==> src/hdl/slot_cfg_pkg.sv <==
// Purpose: constants for the measurement slot configuration block
// Assumes: 8-bit register port, six slots spaced eight addresses apart
// Notes:   offsets are byte register addresses of the slot-1 copy
package slot_cfg_pkg;
   // ****************************************
   // geometry
   // ****************************************
   localparam int          NUM_SLOTS        = 6;
   localparam logic [7:0]  SLOT_STRIDE      = 8'h08;
   localparam logic [7:0]  SLOT1_CFG1_ADDR  = 8'h21;
   localparam logic [7:0]  SLOT1_FILT_ADDR  = 8'h22;
   localparam logic [7:0]  SLOT1_SETL_ADDR  = 8'h23;
   localparam logic [7:0]  SLOT1_OFFS_ADDR  = 8'h24;
   localparam logic [7:0]  SLOT1_LEDA_ADDR  = 8'h25;

   // ****************************************
   // reset values
   // ****************************************
   localparam logic [7:0]  CFG1_RST = 8'h18;
   localparam logic [7:0]  FILT_RST = 8'h3A;
   localparam logic [7:0]  SETL_RST = 8'h28;
   localparam logic [7:0]  OFFS_RST = 8'h00;
   localparam logic [7:0]  LEDA_RST = 8'h00;

   // ****************************************
   // field positions and masks
   // ****************************************
   localparam int          AVER_LSB   = 0;
   localparam int          TINT_LSB   = 3;
   localparam int          CH1RGE_LSB = 0;
   localparam int          CH2RGE_LSB = 2;
   localparam int          LEDRGE_LSB = 4;
   localparam int          FILT_BIT   = 6;
   localparam int          SINC3_BIT  = 7;
   localparam int          LEDSET_LSB = 3;
   localparam int          PDSET_LSB  = 5;
   localparam int          OFF1_LSB   = 0;
   localparam int          OFF2_LSB   = 4;
   localparam logic [7:0]  CFG1_MASK  = 8'hDF;
   localparam logic [7:0]  SETL_MASK  = 8'hF8;
   localparam logic [7:0]  OFFS_MASK  = 8'h77;
   localparam logic [1:0]  TINT_CUBIC = 2'h3;

   // ****************************************
   // timing, in units of 0.1 us, and clock
   // ****************************************
   localparam int          CLK_PERIOD_NS = 50;
   localparam int          PD_EXTRA_DUS  = 1;
   localparam int          LED_SET_DUS [4] = '{80, 120, 160, 240};
   localparam int          PD_SET_DUS  [8] =
      '{81, 121, 161, 241, 321, 481, 641, 801};
endpackage : slot_cfg_pkg

==> src/hdl/slot_cfg.sv <==
// Purpose: per-slot optical measurement configuration and decode
// Assumes: register port is synchronous to core_clk_i
// Notes:   settling delays are given as core clock counts
//
// Summary of operation
// - burst average code n selects 2**n pulses, 1 at code 0 to 128 at 7.
// - burst averaging applies only with center-difference ambient method.
// - cubic decimation is used only when enabled and tint code is 3.
// - ambient select 0 is center, 1 is forward difference, ignoring average.
// - led range code sets full scale 32 mA per step up to 128 mA.
// - each channel adc range code doubles full scale from 4 uA to 32 uA.
// - pd settle code sets dark to exposure spacing, 8.1 us to 80.1 us.
// - equal settle codes give pd settling 0.1 us over led settling.
// - led settle code sets delay 8, 12, 16 or 24 us.
// - offset code injects 4 uA per step only during exposure.
// - integration time code selects adc time, 117.1 us at code 3 cubic.
// - led a code zero disables driver a, else scales with led range.
`timescale 1ns/10ps
module slot_cfg
   import slot_cfg_pkg::*;
(
   // clock and reset
   input  wire logic        core_clk_i,
   input  wire logic        rst_n_i,
   // register port
   input  wire logic        reg_wr_i,
   input  wire logic        reg_rd_i,
   input  wire logic [7:0]  reg_addr_i,
   input  wire logic [7:0]  reg_wdata_i,
   output      logic [7:0]  reg_rdata_o,
   output      logic        reg_hit_o,
   // sequencer
   input  wire logic [2:0]  active_slot_i,
   input  wire logic        exposure_i,
   output      logic [7:0]  burst_pulses_o,
   output      logic [2:0]  burst_average_code_o,
   output      logic        center_difference_method_o,
   output      logic        forward_difference_method_o,
   output      logic        cubic_decimation_o,
   output      logic [1:0]  integration_time_code_o,
   output      logic [1:0]  led_current_range_o,
   output      logic [7:0]  led_full_scale_ma_o,
   output      logic [1:0]  ch1_adc_range_o,
   output      logic [1:0]  ch2_adc_range_o,
   output      logic [5:0]  ch1_full_scale_ua_o,
   output      logic [5:0]  ch2_full_scale_ua_o,
   output      logic [11:0] pd_settle_cycles_o,
   output      logic [11:0] led_settle_cycles_o,
   output      logic [4:0]  ch1_offset_ua_o,
   output      logic [4:0]  ch2_offset_ua_o,
   output      logic        led_driver_a_en_o,
   output      logic [7:0]  led_a_current_code_o
);

   // ****************************************
   // helpers
   // ****************************************
   localparam int DUS_NS = 100;

   // 0.1 us units to clock cycles, rounded down, never below one
   function automatic logic [11:0] dus_to_cyc(input int dus);
      int c;
      c = (dus * DUS_NS) / CLK_PERIOD_NS;
      if (c < 1) begin
         c = 1;
      end
      return c[11:0];
   endfunction : dus_to_cyc

   // map address to slot index and register kind, kind 7 means miss
   function automatic logic [5:0] decode(input logic [7:0] a);
      logic [5:0] r;
      r = {3'h0, 3'h7};
      for (int s = 0; s < NUM_SLOTS; s++) begin
         for (int k = 0; k < 5; k++) begin
            if (a == 8'(SLOT1_CFG1_ADDR + s * SLOT_STRIDE + k)) begin
               r = {3'(s), 3'(k)};
            end
         end
      end
      return r;
   endfunction : decode

   // ****************************************
   // reset synchroniser
   // ****************************************
   logic rst_s1_reg;
   logic rst_s2_reg;
   logic rst_s1_next;
   logic rst_s2_next;
   // asserts at once, releases two edges later to settle metastability
   always_comb begin
      rst_s1_next = 1'b1;
      rst_s2_next = rst_s1_reg;
   end
   always_ff @(posedge core_clk_i or negedge rst_n_i) begin
      if (!rst_n_i) begin
         rst_s1_reg <= 1'b0;
         rst_s2_reg <= 1'b0;
      end else begin
         rst_s1_reg <= rst_s1_next;
         rst_s2_reg <= rst_s2_next;
      end
   end
   logic rst_n;
   assign rst_n = rst_s2_reg;

   // ****************************************
   // slot register file
   // ****************************************
   logic [7:0] cfg1_reg [NUM_SLOTS];
   logic [7:0] filt_reg [NUM_SLOTS];
   logic [7:0] setl_reg [NUM_SLOTS];
   logic [7:0] offs_reg [NUM_SLOTS];
   logic [7:0] leda_reg [NUM_SLOTS];
   logic [5:0] wdec;
   logic [5:0] rdec;
   assign wdec = decode(reg_addr_i);
   assign rdec = decode(reg_addr_i);

   // one register set per slot; reserved bits are cleared on write
   genvar g;
   generate
      for (g = 0; g < NUM_SLOTS; g++) begin : g_slot
         logic [7:0] cfg1_next;
         logic [7:0] filt_next;
         logic [7:0] setl_next;
         logic [7:0] offs_next;
         logic [7:0] leda_next;
         logic       sel;
         always_comb begin
            sel       = reg_wr_i && (wdec[5:3] == 3'(g));
            cfg1_next = cfg1_reg[g];
            filt_next = filt_reg[g];
            setl_next = setl_reg[g];
            offs_next = offs_reg[g];
            leda_next = leda_reg[g];
            if (sel) begin
               case (wdec[2:0])
                  3'h0: cfg1_next = reg_wdata_i & CFG1_MASK;
                  3'h1: filt_next = reg_wdata_i;
                  3'h2: setl_next = reg_wdata_i & SETL_MASK;
                  3'h3: offs_next = reg_wdata_i & OFFS_MASK;
                  3'h4: leda_next = reg_wdata_i;
                  default: ;
               endcase
            end
         end
         always_ff @(posedge core_clk_i or negedge rst_n) begin
            if (!rst_n) begin
               cfg1_reg[g] <= CFG1_RST;
               filt_reg[g] <= FILT_RST;
               setl_reg[g] <= SETL_RST;
               offs_reg[g] <= OFFS_RST;
               leda_reg[g] <= LEDA_RST;
            end else begin
               cfg1_reg[g] <= cfg1_next;
               filt_reg[g] <= filt_next;
               setl_reg[g] <= setl_next;
               offs_reg[g] <= offs_next;
               leda_reg[g] <= leda_next;
            end
         end
      end
   endgenerate

   // ****************************************
   // read path
   // ****************************************
   // read data stands for one cycle after the strobe, zero otherwise
   logic [7:0] rdata_next;
   logic [7:0] rdata_reg;
   logic       hit_next;
   logic       hit_reg;
   always_comb begin
      rdata_next = 8'h00;
      hit_next   = 1'b0;
      if (reg_rd_i && rdec[2:0] != 3'h7) begin
         hit_next = 1'b1;
         case (rdec[2:0])
            3'h0: rdata_next = cfg1_reg[rdec[5:3]];
            3'h1: rdata_next = filt_reg[rdec[5:3]];
            3'h2: rdata_next = setl_reg[rdec[5:3]];
            3'h3: rdata_next = offs_reg[rdec[5:3]];
            3'h4: rdata_next = leda_reg[rdec[5:3]];
            default: rdata_next = 8'h00;
         endcase
      end
   end
   always_ff @(posedge core_clk_i or negedge rst_n) begin
      if (!rst_n) begin
         rdata_reg <= 8'h00;
         hit_reg   <= 1'b0;
      end else begin
         rdata_reg <= rdata_next;
         hit_reg   <= hit_next;
      end
   end
   assign reg_rdata_o = rdata_reg;
   assign reg_hit_o   = hit_reg;

   // ****************************************
   // active slot decode
   // ****************************************
   typedef struct packed {
      logic [7:0]  pulses;
      logic [2:0]  aver;
      logic        center_difference_method;
      logic        forward_difference_method;
      logic        cubic;
      logic [1:0]  tint;
      logic [1:0]  ledrge;
      logic [7:0]  led_fs;
      logic [1:0]  r1;
      logic [1:0]  r2;
      logic [5:0]  fs1;
      logic [5:0]  fs2;
      logic [11:0] pd_cyc;
      logic [11:0] led_cyc;
      logic [4:0]  off1;
      logic [4:0]  off2;
      logic        leda_en;
      logic [7:0]  leda;
   } act_t;

   act_t       act_next;
   act_t       act_reg;
   logic [2:0] s;
   logic [7:0] c1;
   logic [7:0] f;
   logic [7:0] st;
   logic [7:0] o;
   always_comb begin
      // slot codes 6 and 7 do not exist and fall back to slot 1
      s  = (active_slot_i < 3'(NUM_SLOTS)) ? active_slot_i : 3'h0;
      c1 = cfg1_reg[s];
      f  = filt_reg[s];
      st = setl_reg[s];
      o  = offs_reg[s];
      act_next.center_difference_method   = ~f[FILT_BIT];
      act_next.forward_difference_method   = f[FILT_BIT];
      act_next.aver  = c1[AVER_LSB +: 3];
      act_next.tint  = c1[TINT_LSB +: 2];
      // forward difference ignores the average code
      act_next.pulses = f[FILT_BIT] ? 8'h01
                        : 8'(9'h001 << c1[AVER_LSB +: 3]);
      act_next.cubic = f[SINC3_BIT]
                       && (c1[TINT_LSB +: 2] == TINT_CUBIC);
      act_next.ledrge = f[LEDRGE_LSB +: 2];
      // full scale rises by 32 mA per range step
      act_next.led_fs = 8'(({6'h00, f[LEDRGE_LSB +: 2]} + 8'h01)
                        << 5);
      act_next.r1  = f[CH1RGE_LSB +: 2];
      act_next.r2  = f[CH2RGE_LSB +: 2];
      act_next.fs1 = 6'(6'h04 << f[CH1RGE_LSB +: 2]);
      act_next.fs2 = 6'(6'h04 << f[CH2RGE_LSB +: 2]);
      // settle counts are rounded down to whole core clocks
      act_next.pd_cyc  = dus_to_cyc(PD_SET_DUS[st[PDSET_LSB +: 3]]);
      act_next.led_cyc = dus_to_cyc(LED_SET_DUS[st[LEDSET_LSB +: 2]]);
      // offset current flows only while the exposure window is open
      act_next.off1 = exposure_i ? 5'({o[OFF1_LSB +: 3], 2'b00})
                      : 5'h00;
      act_next.off2 = exposure_i ? 5'({o[OFF2_LSB +: 3], 2'b00})
                      : 5'h00;
      // a zero drive code switches driver a off for the slot
      act_next.leda    = leda_reg[s];
      act_next.leda_en = (leda_reg[s] != 8'h00);
   end
   // all decoded outputs come from one registered snapshot of the slot
   always_ff @(posedge core_clk_i or negedge rst_n) begin
      if (!rst_n) begin
         act_reg <= '0;
      end else begin
         act_reg <= act_next;
      end
   end

   // ****************************************
   // outputs
   // ****************************************
   assign burst_pulses_o              = act_reg.pulses;
   assign burst_average_code_o        = act_reg.aver;
   assign center_difference_method_o  = act_reg.center_difference_method;
   assign forward_difference_method_o = act_reg.forward_difference_method;
   assign cubic_decimation_o          = act_reg.cubic;
   assign integration_time_code_o     = act_reg.tint;
   assign led_current_range_o         = act_reg.ledrge;
   assign led_full_scale_ma_o         = act_reg.led_fs;
   assign ch1_adc_range_o             = act_reg.r1;
   assign ch2_adc_range_o             = act_reg.r2;
   assign ch1_full_scale_ua_o         = act_reg.fs1;
   assign ch2_full_scale_ua_o         = act_reg.fs2;
   assign pd_settle_cycles_o          = act_reg.pd_cyc;
   assign led_settle_cycles_o         = act_reg.led_cyc;
   assign ch1_offset_ua_o             = act_reg.off1;
   assign ch2_offset_ua_o             = act_reg.off2;
   assign led_driver_a_en_o           = act_reg.leda_en;
   assign led_a_current_code_o        = act_reg.leda;
endmodule : slot_cfg

==> config.mk <==
export PLATFORM = sky130hd
export DESIGN_NAME = slot_cfg
export DESIGN_NICKNAME = d
export VERILOG_FILES = /design/src/hdl/slot_cfg_pkg.sv /design/src/hdl/slot_cfg.sv
export SDC_FILE = /design/constraint.sdc
export NUM_CORES = 1
export LEC_CHECK = 0
export BUFFER_PORTS_ARGS = -buffer_cell sky130_fd_sc_hd__buf_2
export CAP_MARGIN = 25
export CORE_MARGIN = 3
export CORE_UTILIZATION = 55
export CTS_CLUSTER_SIZE = 28
export DETAILED_ROUTE_END_ITERATION = 8
export PLACE_DENSITY_LB_ADDON = 0.3
export SLEW_MARGIN = 20
export SYNTH_ARGS = -nofsm -noshare
export SYNTH_HDL_FRONTEND = slang
export SYNTH_SLANG_ARGS = --single-unit
==> constraint.sdc <==
create_clock -name core_clk_i -period 7.8 [get_ports core_clk_i]
set_input_delay 0.78 -clock core_clk_i [delete_from_list [all_inputs] [get_ports core_clk_i]]
set_output_delay 0.78 -clock core_clk_i [all_outputs]
set_load 0.01 [all_outputs]
# Word-level counts from Yosys, hierarchy flattened

Memories as Yosys holds them, arrays and structs flattened.
Cells that the tools add are included.

Add/sub/neg operators: 1
Multipliers: 2
Div/mod/pow operators: 2
$lt $le $gt $ge: 7
Equality and inequality tests: 41
Shift operators: 3
Multiplexer cells: 74
Bitwise gates (word level): 5
Reductions and logical operators: 41

Operators with widths:

| cell                  | count |
|---|---|
| $bmux 8 s3            | 10 |
| $mux 6                | 29 |
| $eq 8x6->1 const B    | 20 |
| $mux 8                | 18 |
| $mux 32               | 4 |
| $eq 8x7->1 const B    | 10 |
| $bmux 32 s2           | 1 |
| $div 32x7->32 const B | 2 |
| $lt 32x2->1 const B   | 2 |
| $mul 32x6->30 const B | 2 |
| $reduce_and 2->1      | 30 |
| $pmux 8 s5            | 1 |
| $mux 12               | 2 |
| $mux 5                | 4 |
| $mux 7                | 2 |
| $eq 3x2->1 const B    | 4 |
| $ge 4x4->1 const B    | 3 |
| $not 3->4             | 3 |
| $shl 3x2->6 const A   | 2 |
| $eq 3x3->1 const B    | 3 |
| $logic_and 1x1->1     | 8 |
| $reduce_bool 8->1     | 1 |
| $shl 1x3->8 const A   | 1 |
| $eq 3x1->1 const B    | 2 |
| 10 further kinds      | 12 |

Bits in registers: 295
Memory bits (read-only): 256
Input port bits: 24
Word-level logic and storage cells: 229
Memories kept: 1

Memory list:

| memory           | depth | width | read ports | clocked after Yosys merged registers in | wr ports | RTL line        | text |
|---|---|---|---|---|---|---|---|
| (name not given) | 8     | 32    | 1          | 0                                       | 0        | slot_cfg.sv:258 | `act_next.pd_cyc = dus_to_cyc(PD_SET_DUS[st[PDSET_LSB +: 3]]);` |

# Logic depth before layout (Yosys ltp)

Depth in word-level cells: 37
Gate-level depth with buffers: 74
Mapped depth without buffers: 64

# Worst setup path before layout

Ideal clock, no wire load.

Kind: input to register
Start point: in active_slot_i[0]
End point: reg act_reg, in the netlist pd_settle_cycles_o[0]
Library setup time: 0.138 ns
Arrival: 15.039 ns
Required time: 7.662 ns
Setup slack: -7.377 ns
Stages: 66
Buffers on the path: 9
Path through: buf_4 buf_8 mux2i_1 mux4_2 buf_6 or2_2 inv_1 clkbuf_1 a21oi_1 ha_1 inv_1 fa_1 inv_1 ha_1 ha_1 a21o_1 a221o_1 a221o_1 [... 30 more ...] buf_6 nand2_4 inv_1 ha_1 o21ai_1 or3_1 clkbuf_1 nand2_1 nand2_2 mux2_2 ha_1 nor2b_1 nor4_1 a31oi_1 nor3_1 nand4b_1 o22ai_1 o211ai_1

RTL lines:

| what                 | RTL line        | text |
|---|---|---|
| start, declared      | slot_cfg.sv:33  | `input wire logic [2:0] active_slot_i,` |
| end signal, assigned | slot_cfg.sv:274 | `act_reg <= act_next;` |
| end, declared        | slot_cfg.sv:227 | `act_t act_reg;` |

==> metrics.log <==
INFO  metric timing_worst_setup_path_type = input port to flop
INFO  metric grt_max_degree = 118
INFO  metric antenna_found_initial = 0
INFO  metric r2r_end = pd_settle_cycles_o[0]
INFO  metric initialDrtViolationCount = 1646
INFO  metric skew = 17.1 ps
INFO  metric clkLatencyLatePin = 570 ps
INFO  metric coreArea = 0.0339 sq mm
INFO  metric route.final.wire_length = 62200 um
INFO  metric fraction_of_registers_with_async_set_or_reset_after_synthesis = 100%
INFO  metric timing_worst_slew_pin_value = 1130 ps
INFO  metric timing.final.crit_period = 12710 ps
INFO  metric fin_nets = 2456
INFO  metric r2r_setup_slack = -4900 ps
INFO  metric final-setup-viol-count = 7
INFO  metric placement_rows = 67
INFO  metric clkSinkCount = 285
INFO  metric layout_worst_path_cycle_share = 163%
INFO  metric crit_slowest_cell = sky130_fd_sc_hd__mux4_2
INFO  metric dp_slack = -5990 ps
INFO  metric cts_buffers = 31
INFO  metric worst_setup_path_end_kind = flop
INFO  metric outcome = finished, violations left
INFO  metric cp_data_arrival_time = 13150 ps
INFO  metric yosys.area.top_type = sky130_fd_sc_hd__dfrtp_1
INFO  metric violations = setup timing
INFO  metric io_buffer_count = 103
INFO  metric first_pass_grt_wire_length = 97200 um
INFO  metric worst_path_most_repeated_cell = sky130_fd_sc_hd__ha_4
INFO  metric maximum_number_of_buffers_from_clock_root_to_sink = 3
INFO  metric synth_top_area_share = 31.1%
INFO  metric first_global_vias = 18200
INFO  metric max_slew_headroom = 24.2%
INFO  metric yosysSeqAreaShare = 37.7%
INFO  metric grt_util_all_layers = 32.6%
INFO  metric synth-edff-count = 0
INFO  metric post_drt_via_cell_ratio = 6.42
INFO  metric syn_inst = 1920
INFO  metric mappedNetlistArea = 0.0191 sq mm
INFO  metric first_pass_iters = 5
INFO  metric max_stage_delay = 580 ps
INFO  metric cts_tree = built
INFO  metric timing.rr.start = setl_reg[46]
INFO  metric routed-via-count = 18300
INFO  metric timing.max_cap.violations = 0
INFO  metric finalWeightedCongestion = 0.913
INFO  metric max_clock_freq = 78.7 MHz
INFO  metric synth.avg_cell_area = 9.95 sq um
INFO  metric grt_setup_unrepaired = true
INFO  metric hold_viol_final = 0
INFO  metric critPathLaunch = active_slot_i[0]
INFO  metric synth.yosys.warnings = 0
INFO  metric cp_data_required_time = 8240 ps
INFO  metric final-max-slew-violation-count = 0
INFO  metric ctsRootBufferMaster = sky130_fd_sc_hd__clkbuf_16
INFO  metric layout_common_cells = sky130_fd_sc_hd__buf_4, sky130_fd_sc_hd__mux2_2, sky130_fd_sc_hd__dfrtp_1, sky130_fd_sc_hd__nand2_1, sky130_fd_sc_hd__nor2_1
INFO  metric synthFlopType = sky130_fd_sc_hd__dfrtp_1
INFO  metric critical_path.max_fanout = 6
INFO  metric routed_wire_length_per_instance = 21.8 um
INFO  metric critical_path.endpoint = pd_settle_cycles_o[0]
INFO  metric number_of_antenna_violating_nets_in_the_routed_design = 0
INFO  metric synth_top_cells_by_area = sky130_fd_sc_hd__dfrtp_1, sky130_fd_sc_hd__mux2_2, sky130_fd_sc_hd__dfstp_2
INFO  metric ctsHtreeMaxLevel = 1
INFO  metric hpwl = 42600 um
INFO  metric initial_utilization = 56.4%
INFO  metric reg2reg_depth = 62
INFO  metric worst_setup_path_start_kind = input port
INFO  metric cts.clk_slew.worst_paths = 70 ps
INFO  metric die_area = 0.0370 sq mm
INFO  metric final_common_cell = sky130_fd_sc_hd__buf_4
INFO  metric ys_seq_elements = 285
INFO  metric globalRoute.totalOverflow = 0
INFO  metric fin_util = 74.3%
INFO  metric syn_to_final_growth = 31.7%
INFO  metric die_height = 192 um
INFO  metric hold_crit_class = flop to flop
INFO  metric post_synth_num_cell_types = 128
INFO  metric post-route-drc-count = 0
INFO  metric nFillCells = 2341
INFO  metric boundaryPins = 118
INFO  metric drive_above_1_share = 45.9%
INFO  metric setup_ws = -4910 ps
INFO  metric hold-worst-slack = 347 ps
INFO  metric die_w = 192 um
==> critical path, delay by kind of cell <==
| kind | cells | cell delay, ps |
|---|---|---|
| buffers and inverters | 11 | 1230 |
| multiplexers | 5 | 1640 |
| AND/OR/NAND/NOR | 20 | 3770 |
| AO/OA/AOI/OAI | 20 | 3950 |
| adder cells (fa/ha/maj) | 7 | 1750 |
==> final cells by class <==
cell class | instances | area [sq um] | area share, %
Multi-Input combinational cell | 1484 | 12300 | 49.1
Sequential cell | 285 | 7200 | 28.6
Timing Repair Buffer | 531 | 3810 | 15.1
Clock buffer | 46 | 892 | 3.55
Tap cell | 448 | 561 | 2.23
Inverter | 45 | 181 | 0.721
Clock inverter | 11 | 159 | 0.632
Antenna cell | 1 | 2.50 | 0.00995
==> metal layers <==
layer | track usage (%) | vias up | part of all wire, %
met5 | 0 | - | 0
met4 | 12.4 | 0 | 4.2
met3 | 4.63 | 197 | 8.3
met2 | 55.4 | 963 | 48
met1 | 42.3 | 8956 | 39
li1 | - | 8180 | -
==> stage by stage <==
| step | instance area (sq um) | setup TNS [ps] | instances |
|---|---|---|---|
| final | 25100 | -18100 | 2851 |
| after global routing | 25100 | -20720 | 2850 |
| after CTS | 24700 | -16770 | 2833 |
| after detailed placement | 23000 | -24340 | 2746 |
| after global placement | 23000 | -21760 | 2745 |
| after floorplan | 19600 | -24060 | 1933 |
==> cell usage after synthesis (18+ instances only) <==
library cell	instances
sky130_fd_sc_hd__mux2_2	251
sky130_fd_sc_hd__dfrtp_1	237
sky130_fd_sc_hd__nand2_1	168
sky130_fd_sc_hd__nor2_1	112
sky130_fd_sc_hd__a21oi_1	89
sky130_fd_sc_hd__clkbuf_1	81
sky130_fd_sc_hd__o21ai_0	59
sky130_fd_sc_hd__ha_1	52
sky130_fd_sc_hd__dfstp_2	48
sky130_fd_sc_hd__inv_1	43
sky130_fd_sc_hd__mux2i_1	43
sky130_fd_sc_hd__nor3_1	41
sky130_fd_sc_hd__o22ai_1	41
sky130_fd_sc_hd__a31oi_1	38
sky130_fd_sc_hd__nand3_1	38
sky130_fd_sc_hd__nor2b_1	29
sky130_fd_sc_hd__o221ai_1	27
sky130_fd_sc_hd__a211oi_1	26
sky130_fd_sc_hd__a221o_1	22
sky130_fd_sc_hd__and2_1	22
sky130_fd_sc_hd__xnor2_1	22
sky130_fd_sc_hd__nand2b_1	21
sky130_fd_sc_hd__buf_4	20
sky130_fd_sc_hd__a22oi_1	18
==> cell families after synthesis <==
family	after synthesis	synth area share (%)
multiplexers	305	18.1
adder cells (fa/ha/maj)	55	3.67
buffers and inverters	164	3.86
other	2	0.0393
flip-flops	285	37.7
AO/OA/AOI/OAI	530	20.6
XOR/XNOR	33	1.59
AND/OR/NAND/NOR	546	14.5
==> worst min-delay path by stage <==
stage          startpoint  depth (start not counted)     to  slack [ps]
5_1_grt        rst_s1_reg                          0  rst_n         360
3_5_place_dp   rst_s1_reg                          0  rst_n         340
4_1_cts        rst_s1_reg                          0  rst_n         350
3_3_place_gp   rst_s1_reg                          0  rst_n         330
2_1_floorplan  rst_s1_reg                          0  rst_n         330
6_report       rst_s1_reg                          0  rst_n         350
==> what timing repair did <==
item,4_1_cts,5_1_grt
hold endpoints to repair,2,0
buffers inserted,30,18
gates resized for setup,80,66
endpoints found under the setup margin,7,7
cloned,0,0
pin swaps,35,14
hold buffers,1,0
Power is left out: the tool's default activity adds up to more than one toggle a clock period on the data nets, which glitch-free logic cannot reach.
